File: src/analog_mux_defs.vh
`ifndef ANALOG_MUX_DEFS_VH
`define ANALOG_MUX_DEFS_VH

// Register byte addresses
`define AMX_ADDR_W            12
`define AMX_OFS_SELECT        12'h000
`define AMX_OFS_STATUS        12'h004
`define AMX_OFS_MASK          12'h008
`define AMX_OFS_RESULT        12'h00c
`define AMX_OFS_FLAG_CLEAR    12'h010

// Select register fields
`define AMX_SEL_W             8
`define AMX_BIT_DIRECT        7
`define AMX_BIT_DIVIDED       6
`define AMX_BIT_SWAP          5
`define AMX_BIT_VREF          4
`define AMX_CHAN_HI           3
`define AMX_CHAN_LO           0
`define AMX_SEL_RESET         8'h80

// Status and mask fields
`define AMX_EVT_W             3
`define AMX_EVT_CMP1          0
`define AMX_EVT_CMP2          1
`define AMX_EVT_SWAP          2
`define AMX_STATUS_RESET      3'h0
`define AMX_MASK_RESET        3'h0

// Result register fields
`define AMX_RES_CMP1          0
`define AMX_RES_CMP2          1

// Flag clear fields
`define AMX_CLR_CMP1          0
`define AMX_CLR_CMP2          1

`endif

File: src/dummy_end_marker_none.v
`default_nettype none
`default_nettype wire

File: src/cmp_polarity_fix.v
`default_nettype none

module cmp_polarity_fix (
  input  wire mclk_in,
  input  wire arst_n_in,
  input  wire ce_in,
  input  wire raw_in,
  input  wire swap_in,
  output reg  result_out,
  output wire rise_out
);

  wire next_result;

  // Swapped inputs invert the raw output, so undo it here
  assign next_result = raw_in ^ swap_in;

  always @(posedge mclk_in or negedge arst_n_in) begin
    if (!arst_n_in) begin
      result_out <= 1'b0;
    end else if (ce_in) begin
      result_out <= next_result;
    end
  end

  // Flag phase follows the pins in either swap state
  assign rise_out = ce_in & next_result & ~result_out;

endmodule

`default_nettype wire

File: src/chan_bus_decode.v
`default_nettype none

module chan_bus_decode (
  input  wire       direct_in,
  input  wire       divided_in,
  input  wire       vref_in,
  input  wire [3:0] chan_in,
  output wire [3:0] pin_sw_out,
  output wire       vdd_sw_out,
  output wire       gnd_sw_out,
  output wire       src_hold_out,
  output wire       src_half_out,
  output wire       src_direct_out,
  output wire       src_diode_out
);

  wire no_chan;

  assign no_chan = (chan_in == 4'h0);

  // One switch per pin, any mix allowed
  assign pin_sw_out = chan_in;

  // Supply only with no channel selected
  assign vdd_sw_out = vref_in & no_chan;

  // Ground is the idle default of the bus
  assign gnd_sw_out = ~vref_in & no_chan;

  // Comparator 2 negative input source
  assign src_hold_out   = ~direct_in & ~divided_in;
  assign src_half_out   = ~direct_in &  divided_in;
  assign src_direct_out =  direct_in & ~divided_in;
  assign src_diode_out  =  direct_in &  divided_in;

endmodule

`default_nettype wire

File: src/analog_channel_mux_control.v
// Notes on behaviour
// - Reset sets the direct-sample bit and clears the divided-sample bit.
// - Reset clears all channel bits so the bus and sample cap go to ground.
// - Swap set exchanges comparator inputs and inverts their outputs.
// - Swap changes only offset polarity; flags keep phase with the pins.
// - A result is high only when its positive pin exceeds its negative pin.
// - Reference set connects supply only when no channel bit is set.
// - Reference clear never connects supply; the bit resets to zero.
// - Channel bits are independent and may be combined freely.
// - Each channel bit closes exactly one pin switch.
// - Ground switch closes only when reference and channels are all zero.
// - The two sample bits pick hold, half bus, bus or diode for cmp 2.
//
// The address map and the APB slave port were chosen for this implementation.
`include "analog_mux_defs.vh"
`default_nettype none

module analog_channel_mux_control (
  input  wire        mclk_in,
  input  wire        arst_n_in,
  input  wire        ce_in,
  input  wire        psel_in,
  input  wire        penable_in,
  input  wire        pwrite_in,
  input  wire [11:0] paddr_in,
  input  wire [31:0] pwdata_in,
  input  wire [3:0]  pstrb_in,
  output reg  [31:0] prdata_out,
  output wire        pready_out,
  output wire        pslverr_out,
  input  wire        cmp1_raw_in,
  input  wire        cmp2_raw_in,
  output wire        comparator_swap_out,
  output wire        analog_pin_1_sw_out,
  output wire        analog_pin_2_sw_out,
  output wire        analog_pin_3_sw_out,
  output wire        analog_pin_4_sw_out,
  output wire        vdd_sw_out,
  output wire        internal_analog_ground_sw_out,
  output wire        cmp2_src_hold_out,
  output wire        cmp2_src_half_out,
  output wire        cmp2_src_direct_out,
  output wire        cmp2_src_diode_out,
  output wire        cmp1_flag_out,
  output wire        cmp2_flag_out,
  output wire        irq_out
);

  reg  [7:0]  analog_channel_select;
  reg  [2:0]  event_status;
  reg  [2:0]  event_mask;
  reg         err_q;
  reg         rd_captured;
  reg  [2:0]  next_status;
  reg  [31:0] next_rdata;
  reg         next_err;

  wire        setup_phase;
  wire        access_phase;
  wire        wr_commit;
  wire        wr_select;
  wire        wr_status;
  wire        wr_mask;
  wire        wr_flag_clear;
  wire        rd_fetch;
  wire        lane0;
  wire        cmp1_result;
  wire        cmp2_result;
  wire        cmp1_rise;
  wire        cmp2_rise;
  wire        swap_toggle;
  wire [2:0]  set_evt;
  wire [2:0]  clr_evt;
  wire [3:0]  pin_sw;
  wire        direct_sample_sel;
  wire        divided_sample_sel;
  wire        comparator_swap;
  wire        vref_sel;
  wire [3:0]  chan_sel;

  function addr_is;
    input [11:0] addr;
    input [11:0] ofs;
    begin
      addr_is = (addr == ofs);
    end
  endfunction

  function addr_known;
    input [11:0] addr;
    begin
      addr_known = addr_is(addr, `AMX_OFS_SELECT) |
                   addr_is(addr, `AMX_OFS_STATUS) |
                   addr_is(addr, `AMX_OFS_MASK) |
                   addr_is(addr, `AMX_OFS_RESULT) |
                   addr_is(addr, `AMX_OFS_FLAG_CLEAR);
    end
  endfunction

  function write_to;
    input        commit;
    input [11:0] addr;
    input [11:0] ofs;
    begin
      write_to = commit & addr_is(addr, ofs);
    end
  endfunction

  assign setup_phase  = psel_in & ~penable_in;
  assign access_phase = psel_in & penable_in;

  // Setup lost to a low ce_in leaves no read data, so stall one cycle
  assign rd_fetch    = setup_phase | (access_phase & ~rd_captured);
  assign pready_out  = ce_in & ~(access_phase & ~rd_captured);
  assign pslverr_out = access_phase & rd_captured & err_q;
  assign lane0       = pstrb_in[0];
  assign wr_commit   = ce_in & access_phase & rd_captured & pwrite_in &
                       ~err_q & lane0;

  // Strobes as wires keep every operand in view of the assigns below
  assign wr_select     = write_to(wr_commit, paddr_in, `AMX_OFS_SELECT);
  assign wr_status     = write_to(wr_commit, paddr_in, `AMX_OFS_STATUS);
  assign wr_mask       = write_to(wr_commit, paddr_in, `AMX_OFS_MASK);
  assign wr_flag_clear = write_to(wr_commit, paddr_in, `AMX_OFS_FLAG_CLEAR);

  assign direct_sample_sel  = analog_channel_select[`AMX_BIT_DIRECT];
  assign divided_sample_sel = analog_channel_select[`AMX_BIT_DIVIDED];
  assign comparator_swap    = analog_channel_select[`AMX_BIT_SWAP];
  assign vref_sel           = analog_channel_select[`AMX_BIT_VREF];
  assign chan_sel = analog_channel_select[`AMX_CHAN_HI:`AMX_CHAN_LO];

  // Sample bits and channel bits share one write; ordering is software's
  always @(posedge mclk_in or negedge arst_n_in) begin
    if (!arst_n_in) begin
      analog_channel_select <= `AMX_SEL_RESET;
    end else if (wr_select) begin
      analog_channel_select <= pwdata_in[7:0];
    end
  end

  always @(posedge mclk_in or negedge arst_n_in) begin
    if (!arst_n_in) begin
      event_mask <= `AMX_MASK_RESET;
    end else if (wr_mask) begin
      event_mask <= pwdata_in[2:0];
    end
  end

  // A swap change can fake a comparator edge, so it is flagged as well
  assign swap_toggle = wr_select &
                       (pwdata_in[`AMX_BIT_SWAP] != comparator_swap);

  assign set_evt[`AMX_EVT_CMP1] = cmp1_rise;
  assign set_evt[`AMX_EVT_CMP2] = cmp2_rise;
  assign set_evt[`AMX_EVT_SWAP] = swap_toggle;

  assign clr_evt[`AMX_EVT_CMP1] =
    (wr_status & pwdata_in[`AMX_EVT_CMP1]) |
    (wr_flag_clear & pwdata_in[`AMX_CLR_CMP1]);
  assign clr_evt[`AMX_EVT_CMP2] =
    (wr_status & pwdata_in[`AMX_EVT_CMP2]) |
    (wr_flag_clear & pwdata_in[`AMX_CLR_CMP2]);
  assign clr_evt[`AMX_EVT_SWAP] =
    wr_status & pwdata_in[`AMX_EVT_SWAP];

  // New event beats a clear in the same cycle
  always @* begin
    next_status = (event_status & ~clr_evt) | set_evt;
  end

  always @(posedge mclk_in or negedge arst_n_in) begin
    if (!arst_n_in) begin
      event_status <= `AMX_STATUS_RESET;
    end else if (ce_in) begin
      event_status <= next_status;
    end
  end

  assign irq_out = |(event_status & event_mask);
  assign cmp1_flag_out = event_status[`AMX_EVT_CMP1];
  assign cmp2_flag_out = event_status[`AMX_EVT_CMP2];

  // Read data is captured in the setup cycle so it leaves a flip-flop
  always @* begin
    next_rdata = 32'h00000000;
    next_err   = ~addr_known(paddr_in);
    if (addr_is(paddr_in, `AMX_OFS_SELECT)) begin
      next_rdata[7:0] = analog_channel_select;
    end
    if (addr_is(paddr_in, `AMX_OFS_STATUS)) begin
      next_rdata[2:0] = event_status;
    end
    if (addr_is(paddr_in, `AMX_OFS_MASK)) begin
      next_rdata[2:0] = event_mask;
    end
    if (addr_is(paddr_in, `AMX_OFS_RESULT)) begin
      next_rdata[`AMX_RES_CMP1] = cmp1_result;
      next_rdata[`AMX_RES_CMP2] = cmp2_result;
    end
  end

  always @(posedge mclk_in or negedge arst_n_in) begin
    if (!arst_n_in) begin
      prdata_out  <= 32'h00000000;
      err_q       <= 1'b0;
      rd_captured <= 1'b0;
    end else if (ce_in) begin
      if (rd_fetch) begin
        prdata_out  <= pwrite_in ? 32'h00000000 : next_rdata;
        err_q       <= next_err;
        rd_captured <= 1'b1;
      end else begin
        rd_captured <= 1'b0;
      end
    end
  end

  // Swap drives the analog input exchange
  assign comparator_swap_out = comparator_swap;

  cmp_polarity_fix u_cmp1 (
    .mclk_in    (mclk_in),
    .arst_n_in  (arst_n_in),
    .ce_in      (ce_in),
    .raw_in     (cmp1_raw_in),
    .swap_in    (comparator_swap),
    .result_out (cmp1_result),
    .rise_out   (cmp1_rise)
  );

  cmp_polarity_fix u_cmp2 (
    .mclk_in    (mclk_in),
    .arst_n_in  (arst_n_in),
    .ce_in      (ce_in),
    .raw_in     (cmp2_raw_in),
    .swap_in    (comparator_swap),
    .result_out (cmp2_result),
    .rise_out   (cmp2_rise)
  );

  chan_bus_decode u_decode (
    .direct_in      (direct_sample_sel),
    .divided_in     (divided_sample_sel),
    .vref_in        (vref_sel),
    .chan_in        (chan_sel),
    .pin_sw_out     (pin_sw),
    .vdd_sw_out     (vdd_sw_out),
    .gnd_sw_out     (internal_analog_ground_sw_out),
    .src_hold_out   (cmp2_src_hold_out),
    .src_half_out   (cmp2_src_half_out),
    .src_direct_out (cmp2_src_direct_out),
    .src_diode_out  (cmp2_src_diode_out)
  );

  assign analog_pin_1_sw_out = pin_sw[0];
  assign analog_pin_2_sw_out = pin_sw[1];
  assign analog_pin_3_sw_out = pin_sw[2];
  assign analog_pin_4_sw_out = pin_sw[3];

endmodule

`default_nettype wire

File: config.mk
export PLATFORM = sky130hd
export DESIGN_NAME = analog_channel_mux_control
export DESIGN_NICKNAME = d
export VERILOG_FILES = /design/src/dummy_end_marker_none.v /design/src/cmp_polarity_fix.v /design/src/chan_bus_decode.v /design/src/analog_channel_mux_control.v
export VERILOG_INCLUDE_DIRS = /design/src
export SDC_FILE = /design/constraint.sdc
export NUM_CORES = 1
export LEC_CHECK = 0
export BUFFER_PORTS_ARGS = -buffer_cell sky130_fd_sc_hd__buf_2
export CORE_ASPECT_RATIO = 1.75
export CORE_MARGIN = 2
export CORE_UTILIZATION = 41
export DETAILED_ROUTE_END_ITERATION = 7
export PLACE_DENSITY = 0.8
export SYNTH_ARGS = -nofsm -noshare
export SYNTH_HDL_FRONTEND = slang
export SYNTH_SLANG_ARGS = --single-unit
File: constraint.sdc
create_clock -name mclk_in -period 2 [get_ports mclk_in]
set_input_delay 0.1 -clock mclk_in [delete_from_list [all_inputs] [get_ports mclk_in]]
set_output_delay 0.1 -clock mclk_in [all_outputs]
set_load 0.1 [all_outputs]
; ---- Word-level counts from Yosys, hierarchy flattened
; Cells that the tools add are included.
[word_totals]
input_bits = 56
regBits = 50
out_inout_bits = 48
word_cells = 77
[op_classes]
n_eq_ne = 5
mux = 6
n_reduce_logical = 4
n_bitwise = 54
[op_table]
columns = op, count
row1 = 1-bit AND, 31
row2 = 12-bit by 4-bit equality test with 1-bit output (second input constant), 2
row3 = 8-bit two-way mux, 2
row4 = 12-bit by 3-bit equality test with 1-bit output (second input constant), 1
row5 = 12-bit by 5-bit equality test with 1-bit output (second input constant), 1
row6 = 12-bit zero test, 1
row7 = 1-bit inverter, 10
row8 = 1-bit bitwise OR, 7
row9 = 3-bit AND, 2
row10 = 3-bit two-way mux, 2
row11 = 4-bit zero test, 1
row12 = 3-bit inverter, 1
row13 = 3-bit bitwise OR, 1
row14 = 3-bit OR reduction, 1
row15 = 2-bit two-way mux, 1
row16 = 2-bit AND reduction, 1
row17 = 1-bit XOR, 2
row18 = 1-bit two-way mux, 1
row19 = 1-bit != test, 1

; ---- Longest topological paths before layout
; Gate-level depths: netlist (run 1).
[logic_depth]
depth_word = 12
ltp_mapped = 5
depth_no_buf = 4

; ---- Cells and area by module
; Synthesis (run 1) repeated with hierarchy kept, for this count alone.
[unflattened]
hier_cells = 144
hier_area_um2 = 1526.5
[by_module_without_submodules]
columns = module, seq_area_each_um2, cells_per_inst, area_per_inst_um2, instances
row1 = analog_channel_mux_control, 601.8, 123, 1343.8, 1
row2 = cmp_polarity_fix, 25.0, 5, 55.1, 2
row3 = chan_bus_decode, 0.0, 11, 72.6, 1

; ---- Worst setup path after synthesis (run 1)
; OpenSTA, ideal clock, no wires.
[synth_path]
path_type = flip-flop to output port
from = register analog_channel_select[2]
to = output internal_analog_ground_sw_out
arrival_time_ns = 2.537
required_ns = 1.900
setup_slack_ns = -0.637
path_buffers = 0
stages_incl_launch_ff = 3
cell_sequence = dfrtp_1 > nor4_1 > nor2b_1
[synth_between]
elab_chain_cells = 2
[synth_rtl]
columns = item, line_no
row1 = from (decl), analog_channel_mux_control.v:49  ; reg [7:0] analog_channel_select;
row2 = from (signal assigned), analog_channel_mux_control.v:135  ; analog_channel_select <= `AMX_SEL_RESET;
row3 = from (signal assigned), analog_channel_mux_control.v:137  ; analog_channel_select <= pwdata_in[7:0];
row4 = 4-bit zero test, chan_bus_decode.v:19  ; assign no_chan = (chan_in == 4'h0);
row5 = 1-bit AND, chan_bus_decode.v:28  ; assign gnd_sw_out = ~vref_in & no_chan;
row6 = to (decl), analog_channel_mux_control.v:39  ; output wire internal_analog_ground_sw_out,
; No other way between the ends.

; ---- Final worst setup path (run 1)
[layout_path]
from = register analog_channel_select[3]
to = output internal_analog_ground_sw_out
; The elaborated chain is that of the path after synthesis.

==> flow_metrics.py, run 1 <==
metrics = {
    "run": {
        "cap_violations": 0,
    },
    "run_status": {
        "status": "complete, no violations",
    },
    "setup_path": {
        "critPathKind": "flop to primary output",
        "rrSetupSlack_ps": 390,
        "crit_chain": "nor4_1 > nor2b_2 > buf_2",
        "cp_slowest_cell": "dfrtp_1",
        "end_kind": "primary output",
        "max_stage_delay_ps": 420,
        "cp_data_required_time_ps": 1900,
        "critPathMaxFanout": 4,
        "crit_arrival_ps": 1680,
        "worst_setup_path_start_kind": "flop",
    },
    "grt": {
        "grt_pass1_vias": 1136,
        "grt_overflow": 0,
        "grt.busiest_layer": "met2",
        "grt_use_met3_pct": 2.51,
        "grtUsageTotal_pct": 15.5,
        "antenna_found_initial": 0,
        "use_met1_pct": 15.9,
        "grt_start_max_net_pins": 27,
        "grt_pass1_wl_microns": 4970,
        "met2_usage_pct": 28.5,
    },
    "sta": {
        "fin_tns_setup_ps": 0,
        "fin_crit_sh_pct": 89.2,
        "worstMarginPinSlew_ps": 584,
        "slew_viol_final": 0,
        "fin_crit_ps": 1780,
        "relSlewSlack_pct": 61.1,
        "clock.fmax_ghz": 0.561,
        "grt_setup_unrepaired": "no",
        "hold_viol": 0,
        "setup_viol": 0,
        "skew_ps": 1.90,
    },
    "clock_tree": {
        "clockRootBuffer": "clkbuf_8",
        "cts_max_level": 1,
        "ctsResizeCount": 0,
        "ctsHoldBuffers": 1,
        "cts_buffer_depth": 2,
        "numCtsBuffers": 3,
        "clkSinkCount": 26,
        "post_cts_buffers": 0,
        "insertion_delay_ps": 270,
        "cts_tree": "done",
        "path_clk_slew_ps": 90,
    },
    "routing": {
        "drt_pre_antenna_iters": 4,
        "wl_per_cell_microns": 12.8,
        "dr_total_vias": 1225,
        "wl_microns": 3160,
        "ant_nets": 0,
        "drc": 0,
        "via_per_inst": 4.96,
        "drtIter0Drc": 32,
    },
    "final_layout": {
        "nFillCells": 359,
        "final_area_sq_mm": 0.00180,
        "drive_gt1_share_pct": 39.8,
        "diodes": 0,
        "syn_to_final_growth_pct": 19.7,
        "nNetsFinal": 258,
    },
    "floorplan": {
        "die-area_sq_mm": 0.00418,
        "die-width_microns": 49.8,
        "start_util_pct": 42.3,
        "die_h_microns": 84.1,
        "core-area_sq_mm": 0.00356,
        "rows": 29,
        "ios": 104,
    },
    "place": {
        "place.gp.congestion": 0.848,
        "placedInstanceArea_sq_mm": 0.00174,
        "dp_hpwl_microns": 2530,
        "portBuffers": 52,
    },
    "yosys": {
        "synthArstFlopShare_pct": 100,
        "synth_edf_count": 0,
        "ys_warn_count": 0,
        "synth_ff_type": "dfrtp_1",
        "syn_avg_cell_area_sq_um": 10.3,
        "seq_area_frac_synth_pct": 43.4,
        "syn_inst": 146,
        "ys_seq_elements": 26,
        "yosysUniqueCellTypes": 36,
        "syn_area_sq_mm": 0.00150,
    },
    "power": {
        "vdd_drop_max_mv": 0.418,
        "power.leakage_nw": 0.963,
        "power_density_mw_per_mm2": 644,
    },
    "min_path": {
        "hold_class": "input port to flop",
    },
}
[flip-flops by register name, indices dropped and copies added (netlist names)]
register,cells
analog_channel_select,8
err_q,1
event_mask,3
event_status,3
prdata_out,8
rd_captured,1
u_cmp1.result_out,1
u_cmp2.result_out,1
[worst max-delay path, delay by kind of cell (launching register included)]
family        cells  cell delay (ps)
simple gates      2              570
buf+inv           1              420
flops             1              420
[layout by cell type (no fill, tap or decap), types with 3 or more instances in the layout]
master    count
a21oi_1       4
a22o_1        5
a31oi_1       3
and3_1        3
buf_2        52
buf_4         3
clkbuf_8      3
conb_1       24
dfrtp_1      25
inv_1         5
mux2_2       12
mux2i_1       3
nand2_1       6
nand4b_1      3
nor2_1       11
nor2b_1       3
nor3_1        3
o21ai_0       5
xnor2_1       3
[metal layers]
layer | wire length (microns) | part of all wire (%) | vias up
met1 | 1150 | 36 | 580
met5 | 0 | 0 | -
met4 | 85 | 2.7 | 0
met2 | 1690 | 53 | 63
li1 | - | - | 574
met3 | 231 | 7.3 | 8
[Yosys cell counts, types with 2 or more instances]
| master | instances | area (sq um) |
|---|---|---|
| dfrtp_1 | 25 | 626 |
| buf_4 | 24 | 180 |
| mux2_2 | 12 | 135 |
| nor2_1 | 11 | 41.3 |
| nand2_1 | 6 | 22.5 |
| a22o_1 | 5 | 43.8 |
| inv_1 | 5 | 18.8 |
| nor2b_1 | 5 | 31.3 |
| o21ai_0 | 5 | 25.0 |
| a21oi_1 | 4 | 20.0 |
| nor3_1 | 4 | 20.0 |
| a31oi_1 | 3 | 18.8 |
| and3_1 | 3 | 18.8 |
| clkbuf_1 | 3 | 11.3 |
| mux2i_1 | 3 | 30.0 |
| nand4b_1 | 3 | 26.3 |
| xnor2_1 | 3 | 26.3 |
| a211o_1 | 2 | 17.5 |
| and2_1 | 2 | 12.5 |
| nor3b_1 | 2 | 15.0 |
[logic make-up (layout without fill, tap and decap cells)]
logic type / count (synthesis) / in the layout / share of synthesized area (%)
multiplexers: 15 / 15 / 11.0
XOR/XNOR: 4 / 4 / 2.33
buffers and inverters: 34 / 66 / 15.7
AND/OR/NAND/NOR: 42 / 42 / 16.3
other: 1 / 24 / 0.250
AO/OA/AOI/OAI: 24 / 24 / 11.1
flip-flops: 26 / 26 / 43.4
[where the power goes]
| part | internal (mW) | leakage [nW] | total (mW) | switching (mW) |
|---|---|---|---|---|
| logic | 0.0479 | 0.606 | 0.315 | 0.267 |
| clock network | 0.143 | 0.0228 | 0.302 | 0.160 |
| registers | 0.534 | 0.334 | 0.542 | 0.00759 |
| total | 0.725 | 0.963 | 1.16 | 0.434 |
[worst paths after layout]
| path | startpoint | depth (start not counted) | end |
|---|---|---|---|
| max | analog_channel_select[3]$_DFFE_PN0P_ | 3 | internal_analog_ground_sw_out |
| min | pwdata_in[6] | 2 | analog_channel_select[6]$_DFFE_PN0P_ |
| max reg2reg | err_q$_DFFE_PN0P_ | 5 | analog_channel_select[4]$_DFFE_PN0P_ |
| min reg2reg | prdata_out[1]$_DFFE_PN0P_ | 2 | prdata_out[1]$_DFFE_PN0P_ |
| max in group asynchronous | arst_n_in | 2 | rd_captured$_DFFE_PN0P_ |
| min in group asynchronous | arst_n_in | 2 | prdata_out[2]$_DFFE_PN0P_ |
[final cells by class]
| type | count | area (sq um) | share of cell area (%) |
|---|---|---|---|
| Multi-Input combinational cell | 109 | 713 | 39.6 |
| Sequential cell | 26 | 652 | 36.2 |
| Timing Repair Buffer | 57 | 313 | 17.4 |
| Tap cell | 46 | 57.6 | 3.20 |
| Clock buffer | 4 | 45.0 | 2.50 |
| Inverter | 5 | 18.8 | 1.04 |
[metrics by stage]
stage               worst slack, ps  total power, mW  hold slack (ps)  cells  util [%]
global placement                147            0.864              135    242      49.1
global route                   17.9             1.21             50.5    247      50.6
floorplan                      -123            0.848             -196    169         -
CTS                             150             1.17             50.0    247      50.6
finish                          217             1.16             54.0    247      50.6
detailed placement              104            0.867              137    242      49.1
(Power assumes the default switching activity.)
==> run 2: changes to the inputs <==
--- a/config.mk
+++ b/config.mk
@@ -7,11 +7,14 @@
 export NUM_CORES = 1
 export LEC_CHECK = 0
 export BUFFER_PORTS_ARGS = -buffer_cell sky130_fd_sc_hd__buf_2
+export CELL_PAD_IN_SITES_DETAIL_PLACEMENT = 2
+export CELL_PAD_IN_SITES_GLOBAL_PLACEMENT = 2
 export CORE_ASPECT_RATIO = 1.75
 export CORE_MARGIN = 2
-export CORE_UTILIZATION = 41
+export CORE_UTILIZATION = 20
 export DETAILED_ROUTE_END_ITERATION = 7
-export PLACE_DENSITY = 0.8
+export GPL_TIMING_DRIVEN = 0
+export PLACE_DENSITY_LB_ADDON = 0.1
 export SYNTH_ARGS = -nofsm -noshare
 export SYNTH_HDL_FRONTEND = slang
 export SYNTH_SLANG_ARGS = --single-unit
==> constraint.sdc (replaced) <==
create_clock -name mclk_in -period 1.5 [get_ports mclk_in]
set_input_delay 0.075 -clock mclk_in [delete_from_list [all_inputs] [get_ports mclk_in]]
set_output_delay 0.075 -clock mclk_in [all_outputs]
set_load 0.1 [all_outputs]
==> run 2 against run 1 <==
  * The run now ends with negative setup slack left
  * Cell count rose by 27%
  * Sequential share of layout area is 6.6 points lower
  * Die area up 97%
  * Power up 74%
  * Largest power group is now the clock network
  * Highest routed layer unchanged
==> flow_metrics.py, run 2 (same netlist as run 1, synthesis figures left out) <==
metrics = {
    "run_status": {
        "status": "complete, but fails checks",
        "violations": "negative setup slack",
    },
    "final_layout": {
        "largest_registers": "analog_channel_select x8, prdata_out x8",
        "syn_to_final_growth_pct": 48.4,
        "final_cell_mix": "buf_2 (45), buf_4 (26), conb_1 (24), dfrtp_1 (18), nor2_1 (10)",
        "nNetsFinal": 284,
        "final_common_cell": "buf_2",
        "final_cells": 313,
        "drive_gt1_share_pct": 52.0,
        "postLayoutCoreUtil_pct": 30.8,
        "diodes": 0,
    },
    "min_path": {
        "hold_depth": 2,
        "hold_class": "input port to flop",
        "min_from": "pwdata_in[6]",
        "hold_end": "analog_channel_select[6]$_DFFE_PN0P_",
    },
    "routing": {
        "dr_total_vias": 1331,
        "drt_pre_antenna_iters": 4,
        "wl_microns": 4570,
        "drtIter0Drc": 15,
        "via_per_inst": 4.25,
        "ant_nets": 0,
        "drc": 0,
        "wl_per_cell_microns": 14.6,
    },
    "clock_tree": {
        "cts_buffer_depth": 2,
        "clockRootBuffer": "clkbuf_16",
        "clkSinkCount": 26,
        "cts_tree": "done",
        "cts_max_level": 1,
        "numCtsBuffers": 3,
        "insertion_delay_ps": 270,
        "path_clk_slew_ps": 70,
    },
    "grt": {
        "grt_pass1_vias": 1441,
        "grt_overflow": 0,
        "grtUsageTotal_pct": 11.3,
        "grt_pass1_wl_microns": 7430,
        "antenna_found_initial": 0,
        "grt_start_max_net_pins": 27,
    },
    "setup_path": {
        "critPathKind": "flop to flop",
        "startpoint": "err_q$_DFFE_PN0P_",
        "r2r-end": "event_mask[1]$_DFFE_PN0P_",
        "critPathMaxFanout": 3,
        "worst_setup_path_start_kind": "flop",
        "end_kind": "flop",
        "crit_arrival_ps": 1740,
        "r2r-start": "err_q$_DFFE_PN0P_",
        "cp_data_required_time_ps": 1660,
        "rrSetupSlack_ps": -80,
        "rr_worst_depth": 5,
    },
    "floorplan": {
        "ios": 104,
        "rows": 41,
        "die_h_microns": 119,
        "core-area_sq_mm": 0.00723,
        "start_util_pct": 20.8,
        "die-width_microns": 69.5,
        "die-area_sq_mm": 0.00825,
    },
    "power": {
        "power_density_mw_per_mm2": 902,
        "vdd_drop_max_mv": 0.402,
        "power.leakage_nw": 1.16,
        "power_mw": 2.01,
    },
    "place": {
        "dp_slack_ps": -432,
        "place.gp.congestion": 0.694,
        "dp_hpwl_microns": 3710,
        "portBuffers": 51,
        "dp.cells": 306,
    },
    "run": {
        "cap_violations": 0,
    },
    "sta": {
        "relSlewSlack_pct": 58.3,
        "grt_setup_unrepaired": "yes",
        "fin_tns_setup_ps": -446,
        "clock.fmax_ghz": 0.633,
        "fin_crit_sh_pct": 105,
        "hold_viol": 0,
        "slew_viol_final": 0,
        "setup_viol": 10,
        "worstMarginPinSlew_ps": 626,
        "skew_ps": 8.50,
        "fin_ws_ps": -79.9,
        "fin_crit_ps": 1580,
    },
}
==> run 2: cell types whose count changed in the layout (fill, tap and decap cells not counted), moves of 7 or more <==
cell,before,now
buf_4,3,26
mux2_2,12,3
mux2_4,0,9
dfrtp_1,25,18
buf_2,52,45
dfrtp_2,0,7
==> run 2: worst max-delay path, stage by stage, from the launching register on <==
cell,delay (ps)
dfrtp_1,380
nand4b_1,220
nor3_4,170
buf_6,130
nand4b_1,220
mux2_4,360
==> run 2: metrics by stage <==
stage | area (sq um) | hold WS (ps)
final | 2230 | 36.8
after global routing | 2230 | 43.4
after CTS | 2180 | 37.5
after detailed placement | 2000 | 139
after global placement | 2000 | 150
after floorplan | 1640 | -221
==> run 2: worst max path at each step <==
stage                                                 to  slack (ps)  cells after the start
floorplan                  internal_analog_ground_sw_out        -160                      2
global placement    analog_channel_select[4]$_DFFE_PN0P_        -460                      5
detailed placement  analog_channel_select[5]$_DFFE_PN0P_        -430                      5
CTS                            event_mask[0]$_DFFE_PN0P_        -140                      5
global route                   event_mask[1]$_DFFE_PN0P_        -160                      5
finish                         event_mask[1]$_DFFE_PN0P_         -80                      5
==> run 2: timing repair <==
item | CTS | global route
setup buffers | 3 | 0
resized for setup | 13 | 14
endpoints found under the hold margin | 25 | 0
pin swaps | 5 | 2
endpoints found under the setup margin | 17 | 21
hold buffers | 1 | 0
==> run 2: metal layers <==
metal	global-route usage [%]	share of wire, %	wire (microns)
met5	0	0	0
met4	2.57	0.92	42
met3	1.71	4.3	197
met2	23.3	60	2730
met1	11.3	35	1600
==> run 2: final cells by class <==
| class | count | area [sq um] |
|---|---|---|
| fill | 830 | 5000 |
| multi-input combinational | 109 | 796 |
| sequential | 26 | 661 |
| timing repair buffer | 55 | 335 |
| buffer | 28 | 206 |
| tap | 86 | 108 |
| clock buffer | 3 | 75.1 |
| clock inverter | 1 | 30.0 |
| inverter | 5 | 18.8 |
==> run 2: report_power, final <==
| part | internal [mW] | switching, mW | leakage, nW |
|---|---|---|---|
| Combinational | 0.115 | 0.382 | 0.784 |
| Sequential | 0.713 | 0.0104 | 0.325 |
| Clock | 0.532 | 0.260 | 0.0511 |
| Total | 1.36 | 0.653 | 1.16 |
